File: src/mcpw_pkg.sv
// Shared constants and types for the six-channel motor control modulator.
package mcpw_pkg;
  localparam int unsigned CNT_W = 12;
  localparam int unsigned NCH = 6;
  localparam int unsigned NPAIR = 3;
  localparam int unsigned CLK_HZ = 25_000_000;
  localparam int unsigned DT_W = 8;
  localparam int unsigned PDIV_W = 3;

  localparam logic [7:0] A_MAIN = 8'h20;
  localparam logic [7:0] A_SEC = 8'h21;
  localparam logic [7:0] A_FCTL = 8'h22;
  localparam logic [7:0] A_FSTAT = 8'h23;
  localparam logic [7:0] A_FACK = 8'h24;
  localparam logic [7:0] A_OVR = 8'h25;
  localparam logic [7:0] A_CNTH = 8'h26;
  localparam logic [7:0] A_CNTL = 8'h27;
  localparam logic [7:0] A_MODH = 8'h28;
  localparam logic [7:0] A_MODL = 8'h29;
  localparam logic [7:0] A_VAL0 = 8'h2A;
  localparam logic [7:0] A_VALN = 8'h35;
  localparam logic [7:0] A_DEAD = 8'h36;
  localparam logic [7:0] A_CFG = 8'h37;
  localparam logic [7:0] A_IST = 8'h38;
  localparam logic [7:0] A_IMSK = 8'h39;

  localparam int unsigned B_RUN = 0;
  localparam int unsigned B_PERMIT = 1;
  localparam int unsigned B_RFLAG = 4;
  localparam int unsigned B_RIE = 5;
  localparam int unsigned B_OVREN = 6;
  localparam int unsigned B_CORR = 2;
  localparam int unsigned B_F1MODE = 0;
  localparam int unsigned B_F1IE = 1;
  localparam int unsigned B_F4MODE = 6;
  localparam int unsigned B_F4IE = 7;
  localparam int unsigned B_F1ACK = 0;
  localparam int unsigned B_F4ACK = 6;
  localparam int unsigned B_CFG_INDEP = 0;
  localparam int unsigned B_CFG_CENTER = 1;
  localparam int unsigned B_CFG_NTOP = 2;
  localparam int unsigned B_CFG_NBOT = 3;
  localparam int unsigned B_CFG_ISENSE = 4;
  localparam int unsigned B_CFG_FP1 = 5;
  localparam int unsigned B_CFG_FP4 = 6;
  localparam int unsigned I_RELOAD = 0;
  localparam int unsigned I_FAULT1 = 1;
  localparam int unsigned I_FAULT4 = 2;

  localparam logic [7:0] RST_REG = 8'h00;
  localparam logic [15:0] RST_VAL = 16'h0000;
  localparam logic [CNT_W-1:0] RST_CNT = 12'h000;

  typedef struct packed {
    logic [7:0] addr;
    logic [7:0] wdata;
    logic wr;
    logic rd;
  } mcpw_bus_type;

  typedef enum logic [1:0] {
    DIR_UP = 2'b01,
    DIR_DOWN = 2'b10
  } mcpw_dir_type;

  typedef enum logic [2:0] {
    DT_TOP = 3'b001,
    DT_BOT = 3'b010,
    DT_GAP = 3'b100
  } mcpw_dt_st_type;

  typedef struct packed {
    mcpw_dt_st_type st;
    logic [DT_W-1:0] cnt;
    logic top;
    logic bot;
  } mcpw_dt_state_type;

  typedef struct packed {
    logic run;
    logic permit;
    logic rflag;
    logic rie;
    logic [1:0] presc;
    logic [2:0] sw_corr;
    logic [7:0] fctl;
    logic [1:0] flat;
    logic [1:0] fhold;
    logic ovr_en;
    logic [5:0] ovr_lvl;
    logic [CNT_W-1:0] mod_buf;
    logic [CNT_W-1:0] mod_act;
    logic [NCH-1:0][15:0] val_buf;
    logic [NCH-1:0][15:0] val_act;
    logic [DT_W-1:0] dead;
    logic [7:0] cfg;
    logic [2:0] ist;
    logic [2:0] imask;
    logic [PDIV_W-1:0] pdiv;
    logic [CNT_W-1:0] cnt;
    mcpw_dir_type dir;
    logic [1:0] fs1;
    logic [1:0] fs2;
    logic [2:0] ss1;
    logic [2:0] ss2;
    logic [NCH-1:0] pwm;
    logic [7:0] rdata;
  } mcpw_state_type;
endpackage : mcpw_pkg

File: src/mcpw_dead.sv
// Dead-time inserter for one complementary output pair.
`timescale 1ns/1ps
module mcpw_dead (
  input wire logic mclk_i,
  input wire logic srst_i,
  input wire logic [mcpw_pkg::DT_W-1:0] dead_i,
  input wire logic raw_i,
  output logic top_o,
  output logic bot_o
);
  import mcpw_pkg::*;

  mcpw_dt_state_type s_r;
  mcpw_dt_state_type s_nxt;

  // Both switches stay off for exactly dead_i clock cycles after every
  // change of the raw waveform, so a top and bottom device never conduct
  // together. A raw pulse shorter than the dead time is swallowed.
  always_comb begin
    s_nxt = s_r;
    unique case (s_r.st)
      DT_TOP: begin
        if (!raw_i) begin
          s_nxt.top = 1'b0;
          if (dead_i == '0) begin
            s_nxt.bot = 1'b1;
            s_nxt.st = DT_BOT;
          end else begin
            s_nxt.cnt = dead_i - 1'b1;
            s_nxt.st = DT_GAP;
          end
        end
      end
      DT_BOT: begin
        if (raw_i) begin
          s_nxt.bot = 1'b0;
          if (dead_i == '0) begin
            s_nxt.top = 1'b1;
            s_nxt.st = DT_TOP;
          end else begin
            s_nxt.cnt = dead_i - 1'b1;
            s_nxt.st = DT_GAP;
          end
        end
      end
      DT_GAP: begin
        if (s_r.cnt != '0) begin
          s_nxt.cnt = s_r.cnt - 1'b1;
        end else begin
          s_nxt.top = raw_i;
          s_nxt.bot = !raw_i;
          s_nxt.st = raw_i ? DT_TOP : DT_BOT;
        end
      end
    endcase
  end

  always_ff @(posedge mclk_i) begin
    if (srst_i) begin
      s_r <= '{st: DT_GAP, cnt: '0, top: 1'b0, bot: 1'b0};
    end else begin
      s_r <= s_nxt;
    end
  end

  assign top_o = s_r.top;
  assign bot_o = s_r.bot;
endmodule : mcpw_dead

File: src/mcpw_top.sv
// Six-channel motor control modulator with register port and fault logic.
// How it works
// - Three complementary pairs or six independent outputs.
// - Edge-aligned or center-aligned counting selectable.
// - One shared 12-bit counter for all channels.
// - Resolution one tick edge, two ticks center.
// - Counter tick is bus clock over prescaler.
// - Complementary pairs get automatic dead time.
// - Output active level selectable by polarity bits.
// - Software can force each output level manually.
// - Pair width correction by current sense or software.
//
// Chosen here: the address-and-strobe port.
`timescale 1ns/1ps
module mcpw_top (
  input wire logic mclk_i,
  input wire logic srst_i,
  input mcpw_pkg::mcpw_bus_type bus_i,
  output logic [7:0] rdata_o,
  input wire logic [1:0] fault_i,
  input wire logic [2:0] isense_i,
  output logic [5:0] pwm_o,
  output logic irq_o
);
  import mcpw_pkg::*;

  mcpw_state_type s_r;
  mcpw_state_type s_nxt;

  logic tick;
  logic bound;
  logic [PDIV_W-1:0] pmask;
  logic [NCH-1:0] raw;
  logic [NPAIR-1:0] pair_raw;
  logic [NPAIR-1:0] corr_sel;
  logic [NPAIR-1:0] dt_top;
  logic [NPAIR-1:0] dt_bot;
  logic [NCH-1:0] act;
  logic [NCH-1:0] pol;
  logic [1:0] fevt;
  logic [1:0] fprot;
  logic reload;
  logic [2:0] vidx;
  logic signed [15:0] cnt_s;

  // Prescaler: the counter advances once every 1, 2, 4 or 8 clocks.
  assign pmask = PDIV_W'((1 << s_r.presc) - 1);
  assign tick = s_r.run && ((s_r.pdiv & pmask) == pmask);

  // A period ends on the wrap in edge mode and at the valley in center
  // mode. While stopped every cycle counts as a boundary, so buffered
  // values, once permitted, and released faults take effect at once.
  always_comb begin
    bound = !s_r.run;
    if (tick) begin
      if (s_r.cfg[B_CFG_CENTER]) begin
        bound = (s_r.dir == DIR_DOWN) && (s_r.cnt == '0);
      end else begin
        bound = (CNT_W'(s_r.cnt + 1'b1) >= s_r.mod_act);
      end
    end
  end

  assign reload = bound && s_r.permit;

  // Signed compare: a negative value gives a 0 % pulse, a value at or
  // above the modulus a 100 % pulse. The rising half of a center period
  // counts 1 up to the modulus, so it compares inclusively and every
  // step of the value is worth two ticks.
  assign cnt_s = $signed({4'h0, s_r.cnt});

  always_comb begin
    for (int i = 0; i < NCH; i++) begin
      if (s_r.cfg[B_CFG_CENTER] && (s_r.dir == DIR_UP)) begin
        raw[i] = (s_r.cnt != '0) && $signed(s_r.val_act[i]) >= cnt_s;
      end else begin
        raw[i] = $signed(s_r.val_act[i]) > cnt_s;
      end
    end
  end

  // Each pair takes its first value while the selector is low and its
  // second while high, correcting the dead-time distortion per edge.
  always_comb begin
    for (int p = 0; p < NPAIR; p++) begin
      corr_sel[p] = s_r.cfg[B_CFG_ISENSE] ? s_r.ss2[p] : s_r.sw_corr[p];
      pair_raw[p] = corr_sel[p] ? raw[2*p+1] : raw[2*p];
    end
  end

  genvar gp;
  generate
    for (gp = 0; gp < NPAIR; gp++) begin : g_pair
      mcpw_dead u_dead (
        .mclk_i(mclk_i),
        .srst_i(srst_i),
        .dead_i(s_r.dead),
        .raw_i(pair_raw[gp]),
        .top_o(dt_top[gp]),
        .bot_o(dt_bot[gp])
      );
    end
  endgenerate

  assign fprot = {s_r.cfg[B_CFG_FP4], s_r.cfg[B_CFG_FP1]};
  assign fevt = s_r.fs2 & fprot;

  always_comb begin
    for (int i = 0; i < NCH; i++) begin
      pol[i] = (i % 2 == 0) ? s_r.cfg[B_CFG_NTOP] : s_r.cfg[B_CFG_NBOT];
      if (s_r.ovr_en) begin
        act[i] = s_r.ovr_lvl[i];
      end else if (!s_r.run) begin
        act[i] = 1'b0;
      end else if (s_r.cfg[B_CFG_INDEP]) begin
        act[i] = raw[i];
      end else begin
        act[i] = (i % 2 == 0) ? dt_top[i/2] : dt_bot[i/2];
      end
      // A held fault wins over software override.
      if ((s_r.fhold != 2'b00) || (fevt != 2'b00)) begin
        act[i] = 1'b0;
      end
    end
  end

  assign vidx = 3'((bus_i.addr - A_VAL0) >> 1);

  always_comb begin
    s_nxt = s_r;
    s_nxt.fs1 = fault_i;
    s_nxt.fs2 = s_r.fs1;
    s_nxt.ss1 = isense_i;
    s_nxt.ss2 = s_r.ss1;
    s_nxt.pwm = act ^ pol;

    // Prescaler and counter.
    if (!s_r.run) begin
      s_nxt.pdiv = '0;
      s_nxt.cnt = RST_CNT;
      s_nxt.dir = DIR_UP;
    end else begin
      s_nxt.pdiv = PDIV_W'(s_r.pdiv + 1'b1);
      if (tick) begin
        if (!s_r.cfg[B_CFG_CENTER]) begin
          s_nxt.cnt = bound ? RST_CNT : CNT_W'(s_r.cnt + 1'b1);
        end else if (s_r.dir == DIR_UP) begin
          if (s_r.cnt >= s_r.mod_act) begin
            s_nxt.dir = DIR_DOWN;
            s_nxt.cnt = CNT_W'(s_r.cnt - 1'b1);
          end else begin
            s_nxt.cnt = CNT_W'(s_r.cnt + 1'b1);
          end
        end else begin
          if (s_r.cnt == '0) begin
            s_nxt.dir = DIR_UP;
            s_nxt.cnt = CNT_W'(1);
          end else begin
            s_nxt.cnt = CNT_W'(s_r.cnt - 1'b1);
          end
        end
      end
    end

    // Buffered modulus and values move to the active copies only at a
    // period boundary while the permit bit is set, so a half-written pair of bytes is never used.
    if (reload) begin
      s_nxt.mod_act = s_r.mod_buf;
      s_nxt.val_act = s_r.val_buf;
      s_nxt.permit = 1'b0;
    end

    // Fault release: automatic mode waits for the pin, manual mode also
    // waits for the flag to be acknowledged; both at a boundary.
    for (int k = 0; k < 2; k++) begin
      if (bound && !s_r.fs2[k]) begin
        if (s_r.fctl[k == 0 ? B_F1MODE : B_F4MODE] || !s_r.flat[k]) begin
          s_nxt.fhold[k] = 1'b0;
        end
      end
    end

    // Register writes.
    if (bus_i.wr) begin
      unique case (bus_i.addr)
        A_MAIN: begin
          s_nxt.run = bus_i.wdata[B_RUN];
          s_nxt.rie = bus_i.wdata[B_RIE];
          if (bus_i.wdata[B_PERMIT]) begin
            s_nxt.permit = 1'b1;
          end
          if (!bus_i.wdata[B_RFLAG]) begin
            s_nxt.rflag = 1'b0;
          end
        end
        A_SEC: begin
          s_nxt.presc = bus_i.wdata[1:0];
          s_nxt.sw_corr = bus_i.wdata[B_CORR +: 3];
        end
        A_FCTL: s_nxt.fctl = bus_i.wdata;
        A_FACK: begin
          if (bus_i.wdata[B_F1ACK]) begin
            s_nxt.flat[0] = 1'b0;
          end
          if (bus_i.wdata[B_F4ACK]) begin
            s_nxt.flat[1] = 1'b0;
          end
        end
        A_OVR: begin
          s_nxt.ovr_en = bus_i.wdata[B_OVREN];
          s_nxt.ovr_lvl = bus_i.wdata[5:0];
        end
        A_MODH: s_nxt.mod_buf[11:8] = bus_i.wdata[3:0];
        A_MODL: s_nxt.mod_buf[7:0] = bus_i.wdata;
        A_DEAD: s_nxt.dead = bus_i.wdata;
        A_CFG: s_nxt.cfg = bus_i.wdata;
        A_IMSK: s_nxt.imask = bus_i.wdata[2:0];
        default: begin
          if (bus_i.addr >= A_VAL0 && bus_i.addr <= A_VALN) begin
            if (bus_i.addr[0]) begin
              s_nxt.val_buf[vidx][7:0] = bus_i.wdata;
            end else begin
              s_nxt.val_buf[vidx][15:8] = bus_i.wdata;
            end
          end
        end
      endcase
    end

    // Read data, valid in the cycle after the strobe only.
    s_nxt.rdata = RST_REG;
    if (bus_i.rd) begin
      unique case (bus_i.addr)
        A_MAIN: s_nxt.rdata = {2'b00, s_r.rie, s_r.rflag, 2'b00,
                               s_r.permit, s_r.run};
        A_SEC: s_nxt.rdata = {3'b000, s_r.sw_corr, s_r.presc};
        A_FCTL: s_nxt.rdata = s_r.fctl;
        A_FSTAT: s_nxt.rdata = {s_r.fs2[1], s_r.flat[1], 4'h0,
                                s_r.fs2[0], s_r.flat[0]};
        A_OVR: s_nxt.rdata = {1'b0, s_r.ovr_en, s_r.ovr_lvl};
        A_CNTH: s_nxt.rdata = {4'h0, s_r.cnt[11:8]};
        A_CNTL: s_nxt.rdata = s_r.cnt[7:0];
        A_MODH: s_nxt.rdata = {4'h0, s_r.mod_buf[11:8]};
        A_MODL: s_nxt.rdata = s_r.mod_buf[7:0];
        A_DEAD: s_nxt.rdata = s_r.dead;
        A_CFG: s_nxt.rdata = s_r.cfg;
        A_IST: s_nxt.rdata = {5'h00, s_r.ist};
        A_IMSK: s_nxt.rdata = {5'h00, s_r.imask};
        default: begin
          if (bus_i.addr >= A_VAL0 && bus_i.addr <= A_VALN) begin
            s_nxt.rdata = bus_i.addr[0] ? s_r.val_buf[vidx][7:0]
                                        : s_r.val_buf[vidx][15:8];
          end
        end
      endcase
      // Reading the interrupt status clears it; new events set below.
      if (bus_i.addr == A_IST) begin
        s_nxt.ist = 3'h0;
      end
    end

    // Hardware sets come last so an event in a clearing cycle survives.
    if (reload) begin
      s_nxt.rflag = 1'b1;
      if (s_r.rie) begin
        s_nxt.ist[I_RELOAD] = 1'b1;
      end
    end
    for (int k = 0; k < 2; k++) begin
      if (fevt[k]) begin
        s_nxt.flat[k] = 1'b1;
        s_nxt.fhold[k] = 1'b1;
        if (s_r.fctl[k == 0 ? B_F1IE : B_F4IE]) begin
          s_nxt.ist[I_FAULT1 + k] = 1'b1;
        end
      end
    end
  end

  always_ff @(posedge mclk_i) begin
    if (srst_i) begin
      s_r <= '{run: 1'b0, permit: 1'b0, rflag: 1'b0, rie: 1'b0,
               presc: 2'b00, sw_corr: 3'b000, fctl: RST_REG,
               flat: 2'b00, fhold: 2'b00, ovr_en: 1'b0,
               ovr_lvl: 6'h00, mod_buf: RST_CNT, mod_act: RST_CNT,
               val_buf: '{default: RST_VAL},
               val_act: '{default: RST_VAL}, dead: RST_REG,
               cfg: RST_REG, ist: 3'h0, imask: 3'h0, pdiv: '0,
               cnt: RST_CNT, dir: DIR_UP, fs1: 2'b00, fs2: 2'b00,
               ss1: 3'h0, ss2: 3'h0, pwm: 6'h00, rdata: RST_REG};
    end else begin
      s_r <= s_nxt;
    end
  end

  assign rdata_o = s_r.rdata;
  assign pwm_o = s_r.pwm;
  assign irq_o = |(s_r.ist & s_r.imask);
endmodule : mcpw_top

File: config.mk
export PLATFORM = sky130hd
export DESIGN_NAME = mcpw_top
export DESIGN_NICKNAME = d
export VERILOG_FILES = /design/src/mcpw_pkg.sv /design/src/mcpw_dead.sv /design/src/mcpw_top.sv
export SDC_FILE = /design/constraint.sdc
export NUM_CORES = 1
export LEC_CHECK = 0
export BUFFER_PORTS_ARGS = -buffer_cell sky130_fd_sc_hd__buf_2
export CAP_MARGIN = 40
export CORE_ASPECT_RATIO = 0.9
export CORE_MARGIN = 5
export CORE_UTILIZATION = 50
export CTS_CLUSTER_DIAMETER = 30
export CTS_CLUSTER_SIZE = 10
export DETAILED_ROUTE_END_ITERATION = 8
export MAX_ROUTING_LAYER = met4
export PLACE_DENSITY = 0.66
export SLEW_MARGIN = 0
export SYNTH_ARGS = -nofsm -noshare
export SYNTH_HDL_FRONTEND = slang
export SYNTH_SLANG_ARGS = --single-unit
File: constraint.sdc
create_clock -name mclk_i -period 7.6 [get_ports mclk_i]
set_input_delay 0.38 -clock mclk_i [delete_from_list [all_inputs] [get_ports mclk_i]]
set_output_delay 0.38 -clock mclk_i [all_outputs]
set_load 0.02 [all_outputs]
==> After elaboration in Yosys (flattened, before gate mapping) <==
Cells that the tools add are included.
{ "op_classes": {"add_sub_neg": 9, "n_lt_le_gt_ge": 18, "eq_ne": 46, "shifts": 1, "n_mux": 111, "n_bitwise": 7, "reduce_logical": 78} }
{ "ops": {"columns": ["cell", "count"], "rows": [
  ["bitwise mux 96 bit", 2],
  ["one-hot mux 13 bit (3 select lines)", 3],
  ["== test 8 x 6 -> 1 bit, second input constant", 14],
  ["one-hot mux 8 bit (13 select lines)", 1],
  ["demux 16 bit (select 3 bit)", 2],
  [">= comparator 16 x 13 -> 1 bit", 6],
  ["greater-than comparator 16 x 13 -> 1 bit", 6],
  ["two-way mux 96 bit", 1],
  ["two-way mux 8 bit", 10],
  ["two-way mux 13 bit", 6],
  ["two-way mux 1 bit", 59],
  ["binary-select mux 16 bit (select 3 bit)", 1],
  ["two-way mux 12 bit", 4],
  ["two-way mux 16 bit", 2],
  ["subtractor 8 x 1 -> 8 bit, second input constant", 4],
  ["AND reduction 3 bit", 10],
  ["nonzero test 2 bit", 15],
  ["AND reduction 4 bit", 7],
  [">= comparator 12 bit", 2],
  ["two-way mux 3 bit", 8],
  ["nonzero test 8 bit", 3],
  ["AND reduction 2 bit", 11],
  ["inequality test 2 x 1 -> 1 bit, second input constant", 10],
  ["inequality test 2 bit, second input constant", 10],
  ["33 further kinds", 73]
]} }
{ "word_totals": {"regBits": 346, "in_bits": 25, "output_inout_bits": 15, "elab_cells": 323} }

==> Logic depth before layout (Yosys ltp) <==
Gate-level depths: netlist of run 1.
{ "depth": {"word_depth": 12, "depth_mapped": 21, "depth_no_buf": 16} }

==> Cells and area by module <==
Synthesis of run 1 repeated with hierarchy kept, for this count alone.
{ "hier_totals": {"hier_cells": 2310, "area_unflattened_um2": 19685.1} }
{ "modules_own_cells": {"columns": ["module", "n_inst", "cells_each", "area_each_um2", "seq_area_each_um2"], "rows": [
  ["mcpw_top", 1, 1938, 16678.5, 6145.9],
  ["mcpw_dead", 3, 124, 1002.2, 260.2]
]} }

==> Least setup slack after synthesis of run 1 <==
OpenSTA, ideal clock, no wires.
{ "synth_timing": {"path_type": "register to register", "start": "register s_r, in the netlist cnt_s[0]", "end": "register s_r[110] (netlist name)", "setup_time_ps": 70, "arrival_ps": 4038, "required_time_ps": 7530, "setup_slack_ps": 3492, "stages_incl_launch_ff": 20, "n_path_buf": 6, "period_less_slack_ps": 4108, "cell_sequence": "dfxtp_1 -> clkbuf_1 -> nand3_1 -> nor3_1 -> and3_1 -> clkbuf_1 -> nor3b_1 -> xnor2_1 -> ha_1 -> a211oi_1 -> nand3_1 -> o221a_2 -> nor2b_1 -> buf_2 -> nand2b_1 -> clkbuf_1 -> buf_2 -> buf_2 -> nand2_1 -> a21oi_1"} }
{ "synth_via": {"elab_chain_cells": 5, "word_cells_on_any_way": 7, "classes_between": "add/sub (1); order compare (1); mux (2); reduce/logical (3)"} }
{ "synth_lines": {"columns": ["item", "line", "text"], "rows": [
  ["start: declaration", "mcpw_top.sv:27", "mcpw_state_type s_r;"],
  ["start signal: assignment", "mcpw_top.sv:282", "s_r <= '{run: 1'b0, permit: 1'b0, rflag: 1'b0, rie: 1'b0,"],
  ["start signal: assignment", "mcpw_top.sv:292", "s_r <= s_nxt;"],
  ["adder 12 x 1 -> 12 bit or logical NOT 12 bit (tied branches)", "mcpw_top.sv:59, mcpw_top.sv:57", null],
  [">= comparator 12 bit or logical AND 1 bit (tied branches)", "mcpw_top.sv:59, mcpw_top.sv:57", null],
  ["two-way mux 1 bit (*)", "mcpw_top.sv:56", "if (s_r.cfg[B_CFG_CENTER]) begin"],
  ["two-way mux 1 bit (*)", "mcpw_top.sv:55", "if (tick) begin"],
  ["logical AND 1 bit (*)", "mcpw_top.sv:64", "assign reload = bound && s_r.permit;"]
]} }
Mark *: on every way between the ends. The rest lies on a longest branch, timed or not.
A chain may end at the register's enable or synchronous reset.

==> Final worst setup path of run 1 <==
{ "layout_timing": {"start": "register s_r, in the netlist cnt_s[0]", "end": "register s_r[70] (netlist name)"} }
The elaborated chain is that of the path after synthesis.

==> impl_results.md, run 1 <==
* Status: finished clean
* Asr flop ratio synth at 0
* Worst endpoint required time at 8110 ps
* CORE AREA at 36200 um^2
* RD Place Congestion at 1.01
* Yosys reg bits at 346
* CTS Buf Count at 85
* Worst skew pair latency at 600 ps
* Switching share of power at 0.265
* # diodes at 0
* Worst setup path class: reg2reg
* Compound-Gate Fraction of Synth Area at 0.199
* Least-Margin Pin Slew at 1000 ps
* Setup Skew at 42.4 ps
* Place WS at 2470 ps
* Post-synthesis cell type count at 86
* Layout cells sized above 1 at 0.112
* Average cell area after synthesis at 7.99 um^2
* Clock-pin transition on the worst setup and hold timing paths at 50 ps
* GRT Total Usage at 0.304
* Final hold slack at 17.9 ps
* Top cells by area, synth: dfxtp_1 (38%), nand2_1 (7.6%), a21oi_1 (7.4%)
* Max Root-Sink Buffers at 3
* # DRC at 0
* Reg-to-reg slack, setup at 2300 ps
* Lkg Pwr at 8.53 nW
* DRT iter0 DRCs at 2079
* Vias per cell at 6.21
* Crit. End Element: flop
* Cell count after synthesis at 2293
* Detailed Place HPWL at 41000 um
* Sequential-to-total area share from yosys stat at 0.378
* Hold Path Class: in2reg
* Relative slew slack at 0.316
* Vias in the first global route at 16300
* Cell accounting for the most synthesized area: dfxtp_1
* Sequential Power Share at 0.296
* Max-cap violations at 0
* Root Driver: clkbuf_16
* CP startpoint kind: flop
* Psw at 1.78 mW
* CTS sink cnt at 346
* Setup violators final at 0
* Mux cell area share after synthesis at 0.0679
* Drt pass-1 iters at 6
* Synth top cells by count: nand2_1 (369), dfxtp_1 (346), a21oi_1 (269)
* Initial antenna violation count at 0
* # resized after CTS at 0
* Most used DFF post-synth: dfxtp_1
* Final hold violation count at 0
* Synth Warn # at 0
* P&R area growth vs syn at 19.1%
* # H-tree levels at 3
* Layout Nets at 2416
* Int Power at 4.94 mW
* Combinational share of power at 0.128
* IO buf count at 39
* Synth Area in Adders at 0.0731
* DR vias at 17500
* DIE WIDTH at 212 um
* Largest family of logic cells by synthesized area: simple AND/OR/NAND/NOR gates
* First-pass GRT wire length at 94500 um
* Total Wirelength at 61400 um
* Max FO, Critical Path at 56
* Arr. time, crit path at 5810 ps
* Xor/xnor share of the synthesized area at 0.0139
* Most common cell in the netlist: nand2_1
* Yosys top cell area share at 0.378
* Number of flops mapped to enable cells by yosys at 0
* Largest net degree at the start of global routing at 133
* Clk pwr share at 0.576
* Placed cell areas at 18700 um^2
* Power per cell area at 308 nW/um^2
* Die area at 40600 um^2
* Routed length per instance at 21.7 um
* Initial cell density of the core at 0.506
* Global route overflow at 0
* Synth Net Count at 2425
* Synthesized area at 18300 um^2
* Pins Over Slew Limit at 0
* Highest ir drop seen on vdd at 0.203 mV
* Worst setup margin at 2300 ps
* CTS tree: built
* RSZ-0062 raised after global routing: false
* Post-Synth Simple-Gate Area at 0.214
* Setup TNS at 0 ps
* Antenna-violating nets left at 0
* Post-route clock period utilization at 0.697
* FP Rows at 66
* I/O pin total at 40
* Final instance area at 21800 um^2
* Die height at 192 um
* Fin crit period at 5300 ps
* Fmax at 0.189 GHz
==> metal layers <==
layer | track usage | share of wire | vias to the layer above
li1 | - | - | 8169
met1 | 0.438 | 0.45 | 8332
met2 | 0.418 | 0.42 | 893
met3 | 0.0609 | 0.093 | 150
met4 | 0.112 | 0.037 | 0
met5 | - | 0 | -
==> power by group through the flow <==
stage          clock (mW)  sequential (mW)  combinational (mW)
6_report             3.87             1.99               0.862
3_5_place_dp            0             2.02               0.838
4_1_cts              3.90             1.98               0.844
5_1_grt              4.00             2.00               0.965
3_3_place_gp            0             2.01               0.812
2_1_floorplan           0             1.98               0.690
==> cell usage in the layout (no fill, tap or decap), drive strengths merged, types with 10 or more instances in the layout <==
cell type / instances
a211oi: 22
a21o: 12
a21oi: 270
a22oi: 19
a31oi: 28
and3: 10
and4: 10
buf: 72
bufinv: 15
clkbuf: 108
clkinv: 19
dfxtp: 346
ha: 107
inv: 64
mux2i: 114
nand2: 370
nand2b: 21
nand3: 84
nand4: 20
nor2: 233
nor2b: 27
nor3: 37
nor4: 13
o21ai: 84
o22ai: 26
xnor2: 19
xor2: 10
==> state kept, by name, indices dropped and copies added, names as in the netlist <==
name	flops
s_nxt	5
g_pair.u_dead.s_r	33
s_r	272
pol	2
g_pair.u_dead.top_o	3
rdata_o	8
g_pair.u_dead.bot_o	3
pwm_o	6
fprot	2
cnt_s	12
==> final cells by class <==
type | count | area (um^2)
sequential | 346 | 6930
fill | 3189 | 14400
clock inverter | 46 | 691
inverter | 59 | 221
multi-input combinational | 1718 | 10500
tap | 476 | 596
timing repair buffer | 74 | 514
clock buffer | 108 | 2400
==> what timing repair did <==
item,CTS,global route
buffers inserted,0,0
hold buffers,2,0
endpoints found under the hold margin,2,0
==> logic make-up after synthesis <==
family / count (synthesis)
simple gates: 873
compound gates: 587
flops: 346
buf+inv: 229
mux: 122
fa+ha+maj: 107
xor+xnor: 29
==> per-stage QoR <==
| stage | power (mW) | utilization | instances |
|---|---|---|---|
| 3_3_place_gp | 2.82 | 0.514 | 2663 |
| 3_5_place_dp | 2.85 | 0.517 | 2671 |
| 2_1_floorplan | 2.67 | - | 2293 |
| 4_1_cts | 6.73 | 0.603 | 2827 |
| 5_1_grt | 6.97 | 0.603 | 2827 |
| 6_report | 6.72 | 0.603 | 2827 |
==> worst max-delay path: stages, from the launching register on <==
cell,delay (ps)
dfxtp_1,830
ha_1,360
nand3_1,130
nor3_1,460
nand2_1,200
nor2_1,170
xnor2_1,200
ha_1,320
a21o_1,170
a211oi_1,230
nand3_1,110
o221a_2,310
nor2b_1,120
buf_4,210
nand2b_4,590
buf_4,470
nand2_1,120
a21oi_1,200
==> path summary, 6_finish.rpt <==
kind	start	endpoint	cells past startpoint
setup / recovery	cnt_s[0]	s_r[70]	17
hold / removal	fault_i[1]	s_nxt[21]	2
setup reg to reg	cnt_s[0]	s_r[70]	17
hold reg to reg	s_nxt[20]	s_r[20]	1
Power figures use the tool's default switching activity.
==> run 2, diff against run 1 <==
--- a/config.mk
+++ b/config.mk
@@ -5,6 +5,7 @@
 export SDC_FILE = /design/constraint.sdc
 export NUM_CORES = 1
 export LEC_CHECK = 0
+export ABC_AREA = 1
 export BUFFER_PORTS_ARGS = -buffer_cell sky130_fd_sc_hd__buf_2
 export CAP_MARGIN = 40
 export CORE_ASPECT_RATIO = 0.9
==> constraint.sdc (replaced) <==
create_clock -name mclk_i -period 5 [get_ports mclk_i]
set_input_delay 0.25 -clock mclk_i [delete_from_list [all_inputs] [get_ports mclk_i]]
set_output_delay 0.25 -clock mclk_i [all_outputs]
set_load 0.02 [all_outputs]
==> impl_results.md, run 2 <==
* Initial antenna violation count at 0 (unchanged)
* Post-CTS setup buffer count at 0 (unchanged)
* # H-tree levels at 3 (unchanged)
* Largest net degree at the start of global routing at 86 (was 133)
* Root Driver: clkbuf_16 (unchanged)
* CP startpoint kind: flop (unchanged)
* CTS Buf Count at 80 (was 85)
* Max Root-Sink Buffers at 3 (unchanged)
* Fmax at 0.255 GHz (was 0.189 GHz)
* Die height at 195 um (was 192 um)
* P&R area growth vs syn at 17.8% (was 19.1%)
* Cell accounting for the most synthesized area: dfxtp_1 (unchanged)
* Delay-heaviest family, CP: simple AND/OR/NAND/NOR gates (unchanged)
* Worst hold path startpoint: bus_i[0] (was fault_i[1])
* Routed length per instance at 18.9 um (was 21.7 um)
* Worst path max stage delay at 580 ps (was 830 ps)
* Final Power at 10.4 mW (was 6.72 mW)
* DRT iter0 DRCs at 1951 (was 2079)
* Yosys top cell area share at 0.365 (was 0.378)
* Setup TNS at 0 ps (unchanged)
* Yosys reg bits at 346 (unchanged)
* Hold bufs inserted after CTS at 5 (was 2)
* DR vias at 18500 (was 17500)
* Max-cap violations at 0 (unchanged)
* Critical Path Source: cnt_s[0] (unchanged)
* Max reg flops at 272 (unchanged)
* Commonest non-fill, non-tap cells in the layout: nand2_1 (454), a21oi_1 (377), dfxtp_1 (345) (was nand2_1 (369), dfxtp_1 (346), a21oi_1 (269))
* Clock-pin transition on the worst setup and hold timing paths at 50 ps (about the same)
* Lkg Pwr at 9.37 nW (was 8.53 nW)
* Top cells by area, synth: dfxtp_1 (36%), a21oi_1 (9.9%), nand2_1 (9.0%) (was dfxtp_1 (38%), nand2_1 (7.6%), a21oi_1 (7.4%))
* Reg-to-reg slack, setup at 1080 ps (was 2300 ps)
* Max FO, Critical Path at 56 (unchanged)
* Layout cells sized above 1 at 0.102 (was 0.112)
* GRT Total Usage at 0.295 (was 0.304)
* Number of flops mapped to enable cells by yosys at 0 (unchanged)
* Least-Margin Pin Slew at 1030 ps (was 1000 ps)
* FP Rows at 67 (was 66)
* Final hold slack at 117 ps (was 17.9 ps)
* Critical path endpoint: s_r[139] (was s_r[70])
* IO buf count at 39 (unchanged)
* Initial cell density of the core at 0.508 (was 0.506)
* Util after Layout at 0.598 (was 0.603)
* Status: finished clean (unchanged)
* Buf+Inv Stages, Crit Path at 4 (was 2)
* I/O pin total at 40 (unchanged)
* Most common cell in the netlist: nand2_1 (unchanged)
* Pins Over Slew Limit at 0 (unchanged)
* # diodes at 0 (unchanged)
* CP cell instances: inv_1, nor3_2, nand4_1, nor2_1, nand2_1, xor2_1, inv_1, ha_1, nand2_1, inv_1, nand2_1, nand3_1, a31oi_1, nand2_1, nand2_2, nand2_4, nand2_4, buf_12, nand2_1, a21oi_1 (was ha_1, nand3_1, nor3_1, nand2_1, nor2_1, xnor2_1, ha_1, a21o_1, a211oi_1, nand3_1, o221a_2, nor2b_1, buf_4, nand2b_4, buf_4, nand2_1, a21oi_1)
* Most used DFF post-synth: dfxtp_1 (unchanged)
* DIE WIDTH at 215 um (was 212 um)
* Average cell area after synthesis at 7.03 um^2 (was 7.99 um^2)
* Worst reg2reg endpoint: s_r[139] (was s_r[70])
* Antenna-violating nets left at 0 (unchanged)
* RD Place Congestion at 0.973 (was 1.01)
* Die area at 42000 um^2 (was 40600 um^2)
* Fin crit period at 3920 ps (was 5300 ps)
* Relative slew slack at 0.304 (was 0.316)
* Levels on crit path at 20 (was 17)
* Sequential-to-total area share from yosys stat at 0.365 (was 0.378)
* Synthesized area at 19000 um^2 (was 18300 um^2)
* Vias per cell at 5.70 (was 6.21)
* R2R Path Start: cnt_s[0] (unchanged)
* Setup Skew at 13.5 ps (was 42.4 ps)
* Worst path most repeated cell: nand2_1
* Power per cell area at 466 nW/um^2 (was 308 nW/um^2)
* Slowest cell on crit path: dfxtp_1 (unchanged)
* Hold Path Class: in2reg (unchanged)
* Highest ir drop seen on vdd at 0.350 mV (was 0.203 mV)
* R2R depth at 20 (was 17)
* Synth Net Count at 2834 (was 2425)
* Global route overflow at 0 (unchanged)
* Post-synthesis cell type count at 57 (was 86)
* Worst endpoint required time at 5500 ps (was 8110 ps)
* Setup violators final at 0 (unchanged)
* CORE AREA at 37400 um^2 (was 36200 um^2)
* # DRC at 0 (unchanged)
* CTS tree: built (unchanged)
* Post-route clock period utilization at 0.784 (was 0.697)
* Drt pass-1 iters at 8 (was 6)
* Crit. End Element: flop (unchanged)
* Top reg by flops: s_r (unchanged)
* Vias in the first global route at 17400 (was 16300)
* CTS sink cnt at 346 (unchanged)
* Worst setup path class: reg2reg (unchanged)
* First-pass GRT wire length at 97300 um (was 94500 um)
* Arr. time, crit path at 4420 ps (was 5810 ps)
* Synth top cells by count: nand2_1 (454), a21oi_1 (377), dfxtp_1 (346) (was nand2_1 (369), dfxtp_1 (346), a21oi_1 (269))
* # resized after CTS at 0 (unchanged)
* Final hold violation count at 0 (unchanged)
* Worst skew pair latency at 590 ps (was 600 ps)
* RSZ-0062 raised after global routing: false (unchanged)
* Total Wirelength at 61500 um (was 61400 um)
* Layout Nets at 2832 (was 2416)
* Detailed Place HPWL at 41000 um (about the same)
* Asr flop ratio synth at 0 (unchanged)
* Commonest non-fill, non-tap cell in the layout: nand2_1 (unchanged)
* Synth Warn # at 0 (unchanged)
* Cell count after synthesis at 2702 (was 2293)
-- run 2: how the worst min path moves through the flow --
stage	slack [ps]	endpoint	depth (start not counted)
detailed placement	400	s_r[16]	2
global route	90	s_r[45]	4
floorplan	360	s_nxt[14]	2
global placement	400	s_r[14]	2
CTS	70	s_r[46]	4
finish	120	s_r[45]	4
-- run 2: layout make-up --
cell class | count | area, um^2
fillers | 3397 | 15000
multi-input cells | 1866 | 10000
flip-flops and latches | 346 | 6930
clock buffers | 103 | 2310
inverters | 335 | 1270
clock inverters | 43 | 728
well taps | 483 | 604
repair buffers | 71 | 533
-- run 2: power breakdown --
group / leakage (nW) / switching [mW] / total [mW] / internal (mW)
logic: 5.12 / 0.992 / 1.57 / 0.576
clock network: 1.45 / 1.69 / 5.85 / 4.17
registers: 2.80 / 0.105 / 3.01 / 2.90
-- run 2: through the flow --
stage,instances,instance area [um^2],setup WS [ps]
detailed placement,3096,19300,1180
global placement,3091,19200,1230
CTS,3247,22400,1130
finish,3247,22400,1080
global route,3247,22400,707
floorplan,2702,19000,1950
-- run 2: metal layers --
metal  vias to the layer above  GRT usage  part of all wire
li1                       9011          -                 -
met1                      8603      0.404              0.46
met2                       749      0.440              0.44
met3                       156     0.0507             0.074
met4                         0      0.103             0.032
met5                         -          -                 0
-- run 2: logic make-up (layout without fill, tap and decap cells) --
logic type | Yosys count | after routing | share of synthesized area
adder cells (fa/ha/maj) | 107 | 107 | 0.0705
flip-flops | 346 | 346 | 0.365
AND/OR/NAND/NOR | 1009 | 1009 | 0.238
buffers and inverters | 490 | 552 | 0.109
XOR/XNOR | 28 | 28 | 0.0129
AO/OA/AOI/OAI | 721 | 721 | 0.205
multiplexers | 1 | 1 | 0.000527
-- run 2: worst register-to-register path, cell delays in order, from the launching register on --
cell and delay (ps):
dfxtp_1 580, inv_1 240, nor3_2 310, nand4_1 150
nor2_1 260, nand2_1 110, xor2_1 180, inv_1 80
ha_1 300, nand2_1 90, inv_1 50, nand2_1 50
nand3_1 60, a31oi_1 140, nand2_1 90, nand2_2 90
nand2_4 200, nand2_4 250, buf_12 270, nand2_1 150
a21oi_1 160
==> run 3, diff against run 2 <==
--- a/config.mk
+++ b/config.mk
@@ -5,7 +5,7 @@
 export SDC_FILE = /design/constraint.sdc
 export NUM_CORES = 1
 export LEC_CHECK = 0
-export ABC_AREA = 1
+export ABC_AREA = 0
 export BUFFER_PORTS_ARGS = -buffer_cell sky130_fd_sc_hd__buf_2
 export CAP_MARGIN = 40
 export CORE_ASPECT_RATIO = 0.9
==> constraint.sdc (replaced) <==
create_clock -name mclk_i -period 3.7 [get_ports mclk_i]
set_input_delay 0.185 -clock mclk_i [delete_from_list [all_inputs] [get_ports mclk_i]]
set_output_delay 0.185 -clock mclk_i [all_outputs]
set_load 0.02 [all_outputs]
==> impl_results.md, run 3 (same netlist as run 1, synthesis figures left out) <==
* Status: finished clean (unchanged)
* R2R Path Start: cnt_s[7] (was cnt_s[0])
* Die area at 40600 um^2 (was 42000 um^2)
* Util after Layout at 0.617 (was 0.598)
* Setup Skew at 36.3 ps (was 13.5 ps)
* Reg-to-reg slack, setup at 30 ps (was 1080 ps)
* Delay-heaviest family, CP: compound AO/OA/AOI/OAI gates (was simple AND/OR/NAND/NOR gates)
* Arr. time, crit path at 4200 ps (was 4420 ps)
* P&R area growth vs syn at 21.8% (was 17.8%)
* DRT iter0 DRCs at 2193 (was 1951)
* Lkg Pwr at 8.86 nW (was 9.37 nW)
* Initial antenna violation count at 0 (unchanged)
* Worst hold path startpoint: bus_i[9] (was bus_i[0])
* Layout Nets at 2491 (was 2832)
* RD Place Congestion at 0.977 (was 0.973)
* Global route overflow at 0 (unchanged)
* Die height at 192 um (was 195 um)
* Fin crit period at 3670 ps (was 3920 ps)
* Final hold violation count at 0 (unchanged)
* Hold Path Class: in2reg (unchanged)
* # DRC at 0 (unchanged)
* Max reg flops at 272 (unchanged)
* Buf+Inv Stages, Crit Path at 1 (was 4)
* Commonest non-fill, non-tap cells in the layout: nand2_1 (369), dfxtp_1 (344), a21oi_1 (269) (was nand2_1 (454), a21oi_1 (377), dfxtp_1 (345))
* Detailed Place HPWL at 41800 um (was 41000 um)
* Highest ir drop seen on vdd at 0.527 mV (was 0.350 mV)
* Drt pass-1 iters at 6 (was 8)
* Crit. End Element: flop (unchanged)
* Max FO, Critical Path at 9 (was 56)
* Relative slew slack at 0.381 (was 0.304)
* CTS tree: built (unchanged)
* Pins Over Slew Limit at 0 (unchanged)
* # H-tree levels at 3 (unchanged)
* DR vias at 17900 (was 18500)
* Initial cell density of the core at 0.506 (was 0.508)
* Power per cell area at 585 nW/um^2 (was 466 nW/um^2)
* Layout cells sized above 1 at 0.139 (was 0.102)
* Least-Margin Pin Slew at 925 ps (was 1030 ps)
* Worst reg2reg endpoint: g_pair[2].u_dead.s_r[8] (was s_r[139])
* IO buf count at 39 (unchanged)
* Total Wirelength at 61600 um (was 61500 um)
* Setup TNS at 0 ps (unchanged)
* Routed length per instance at 21.3 um (was 18.9 um)
* CTS Buf Count at 80 (unchanged)
* Worst endpoint required time at 4230 ps (was 5500 ps)
* Root Driver: clkbuf_16 (unchanged)
* Worst skew pair latency at 620 ps (was 590 ps)
* CTS sink cnt at 346 (unchanged)
* Vias in the first global route at 16900 (was 17400)
* # diodes at 0 (unchanged)
* FP Rows at 66 (was 67)
* CORE AREA at 36200 um^2 (was 37400 um^2)
* Fmax at 0.272 GHz (was 0.255 GHz)
* Final Power at 13.0 mW (was 10.4 mW)
* Max-cap violations at 0 (unchanged)
* RSZ-0062 raised after global routing: false (unchanged)
* Vias per cell at 6.16 (was 5.70)
* First-pass GRT wire length at 95100 um (was 97300 um)
* Clock-pin transition on the worst setup and hold timing paths at 50 ps (about the same)
* CP cell instances: inv_1, ha_1, a21oi_1, o21ai_0, a2111oi_1, a211oi_1, o21a_2, mux2i_4, nand2_2, nor2_2, o221a_2 (was inv_1, nor3_2, nand4_1, nor2_1, nand2_1, xor2_1, inv_1, ha_1, nand2_1, inv_1, nand2_1, nand3_1, a31oi_1, nand2_1, nand2_2, nand2_4, nand2_4, buf_12, nand2_1, a21oi_1)
* Worst Hold Path EP: s_r[174] (was s_r[45])
* Largest net degree at the start of global routing at 86 (unchanged)
* Top reg by flops: s_r (unchanged)
* I/O pin total at 40 (unchanged)
* Max Root-Sink Buffers at 3 (unchanged)
* Worst setup path class: reg2reg (unchanged)
* CP startpoint kind: flop (unchanged)
* Worst path max stage delay at 700 ps (was 580 ps)
* R2R depth at 11 (was 20)
* Slowest cell on crit path: a2111oi_1 (was dfxtp_1)
* GRT Total Usage at 0.304 (was 0.295)
* Fillers at 3185 (was 3397)
* Hold depth at 3 (was 4)
* Setup violators final at 0 (unchanged)
* DIE WIDTH at 212 um (was 215 um)
* Antenna-violating nets left at 0 (unchanged)
* Post-route clock period utilization at 0.992 (was 0.784)
* Commonest non-fill, non-tap cell in the layout: nand2_1 (unchanged)
-- run 3: area by class of cell --
cell class / instances / area, um^2 / area share
sequential: 346 / 6930 / 0.311
clock buffer: 96 / 2130 / 0.0956
multi-input combinational: 1718 / 10500 / 0.470
clock inverter: 50 / 628 / 0.0282
inverter: 59 / 225 / 0.0101
tap: 476 / 596 / 0.0267
timing repair buffer: 154 / 1310 / 0.0585
-- run 3: power by group --
group | total (mW) | internal (mW) | switching [mW]
sequential | 4.08 | 3.90 | 0.182
clock | 7.13 | 4.72 | 2.41
combinational | 1.83 | 0.686 | 1.15
-- run 3: metal layers --
metal / track usage / routed length [um]
met3: 0.0840 / 6630
met1: 0.427 / 27700
met4: 0.115 / 2070
met2: 0.415 / 25200
met5: - / 0
-- run 3: worst max path at each step --
| stage | startpoint | to | slack (ps) | cells after the start |
|---|---|---|---|---|
| after floorplan | cnt_s[0] | s_r[255] | 10 | 19 |
| after global placement | cnt_s[3] | s_r[109] | -140 | 16 |
| after detailed placement | cnt_s[7] | g_pair[2].u_dead.s_r[8] | -40 | 11 |
| after CTS | cnt_s[2] | g_pair[2].u_dead.s_r[3] | 10 | 13 |
| after global routing | cnt_s[7] | g_pair[2].u_dead.s_r[3] | 5 | 11 |
| final | cnt_s[7] | g_pair[2].u_dead.s_r[8] | 30 | 11 |
-- run 3: metrics by stage --
step           cell area, um^2  setup slack, ps  std cells  hold slack (ps)
6_report                 22300             29.5       2899             76.0
5_1_grt                  22300             4.90       2899             85.9
4_1_cts                  22100             12.5       2886             36.2
3_5_place_dp             19200            -40.2       2730              407
3_3_place_gp             19200             -138       2727              391
2_1_floorplan            18300             11.8       2293              313
-- run 3: what timing repair did --
action,in CTS,in global routing
cloned,0,4
pin swaps,0,2
setup endpoints to repair,7,124
hold endpoints to repair,25,0
hold buffers,10,0
setup buffers,0,9
gates resized for setup,1,10
-- run 3: worst reg2reg max path, stage by stage, from the launching register on --
cell	delay, ps
dfxtp_1	330
inv_1	410
ha_1	370
a21oi_1	130
o21ai_0	190
a2111oi_1	700
a211oi_1	260
o21a_2	360
mux2i_4	270
nand2_2	180
nor2_2	220
o221a_2	210
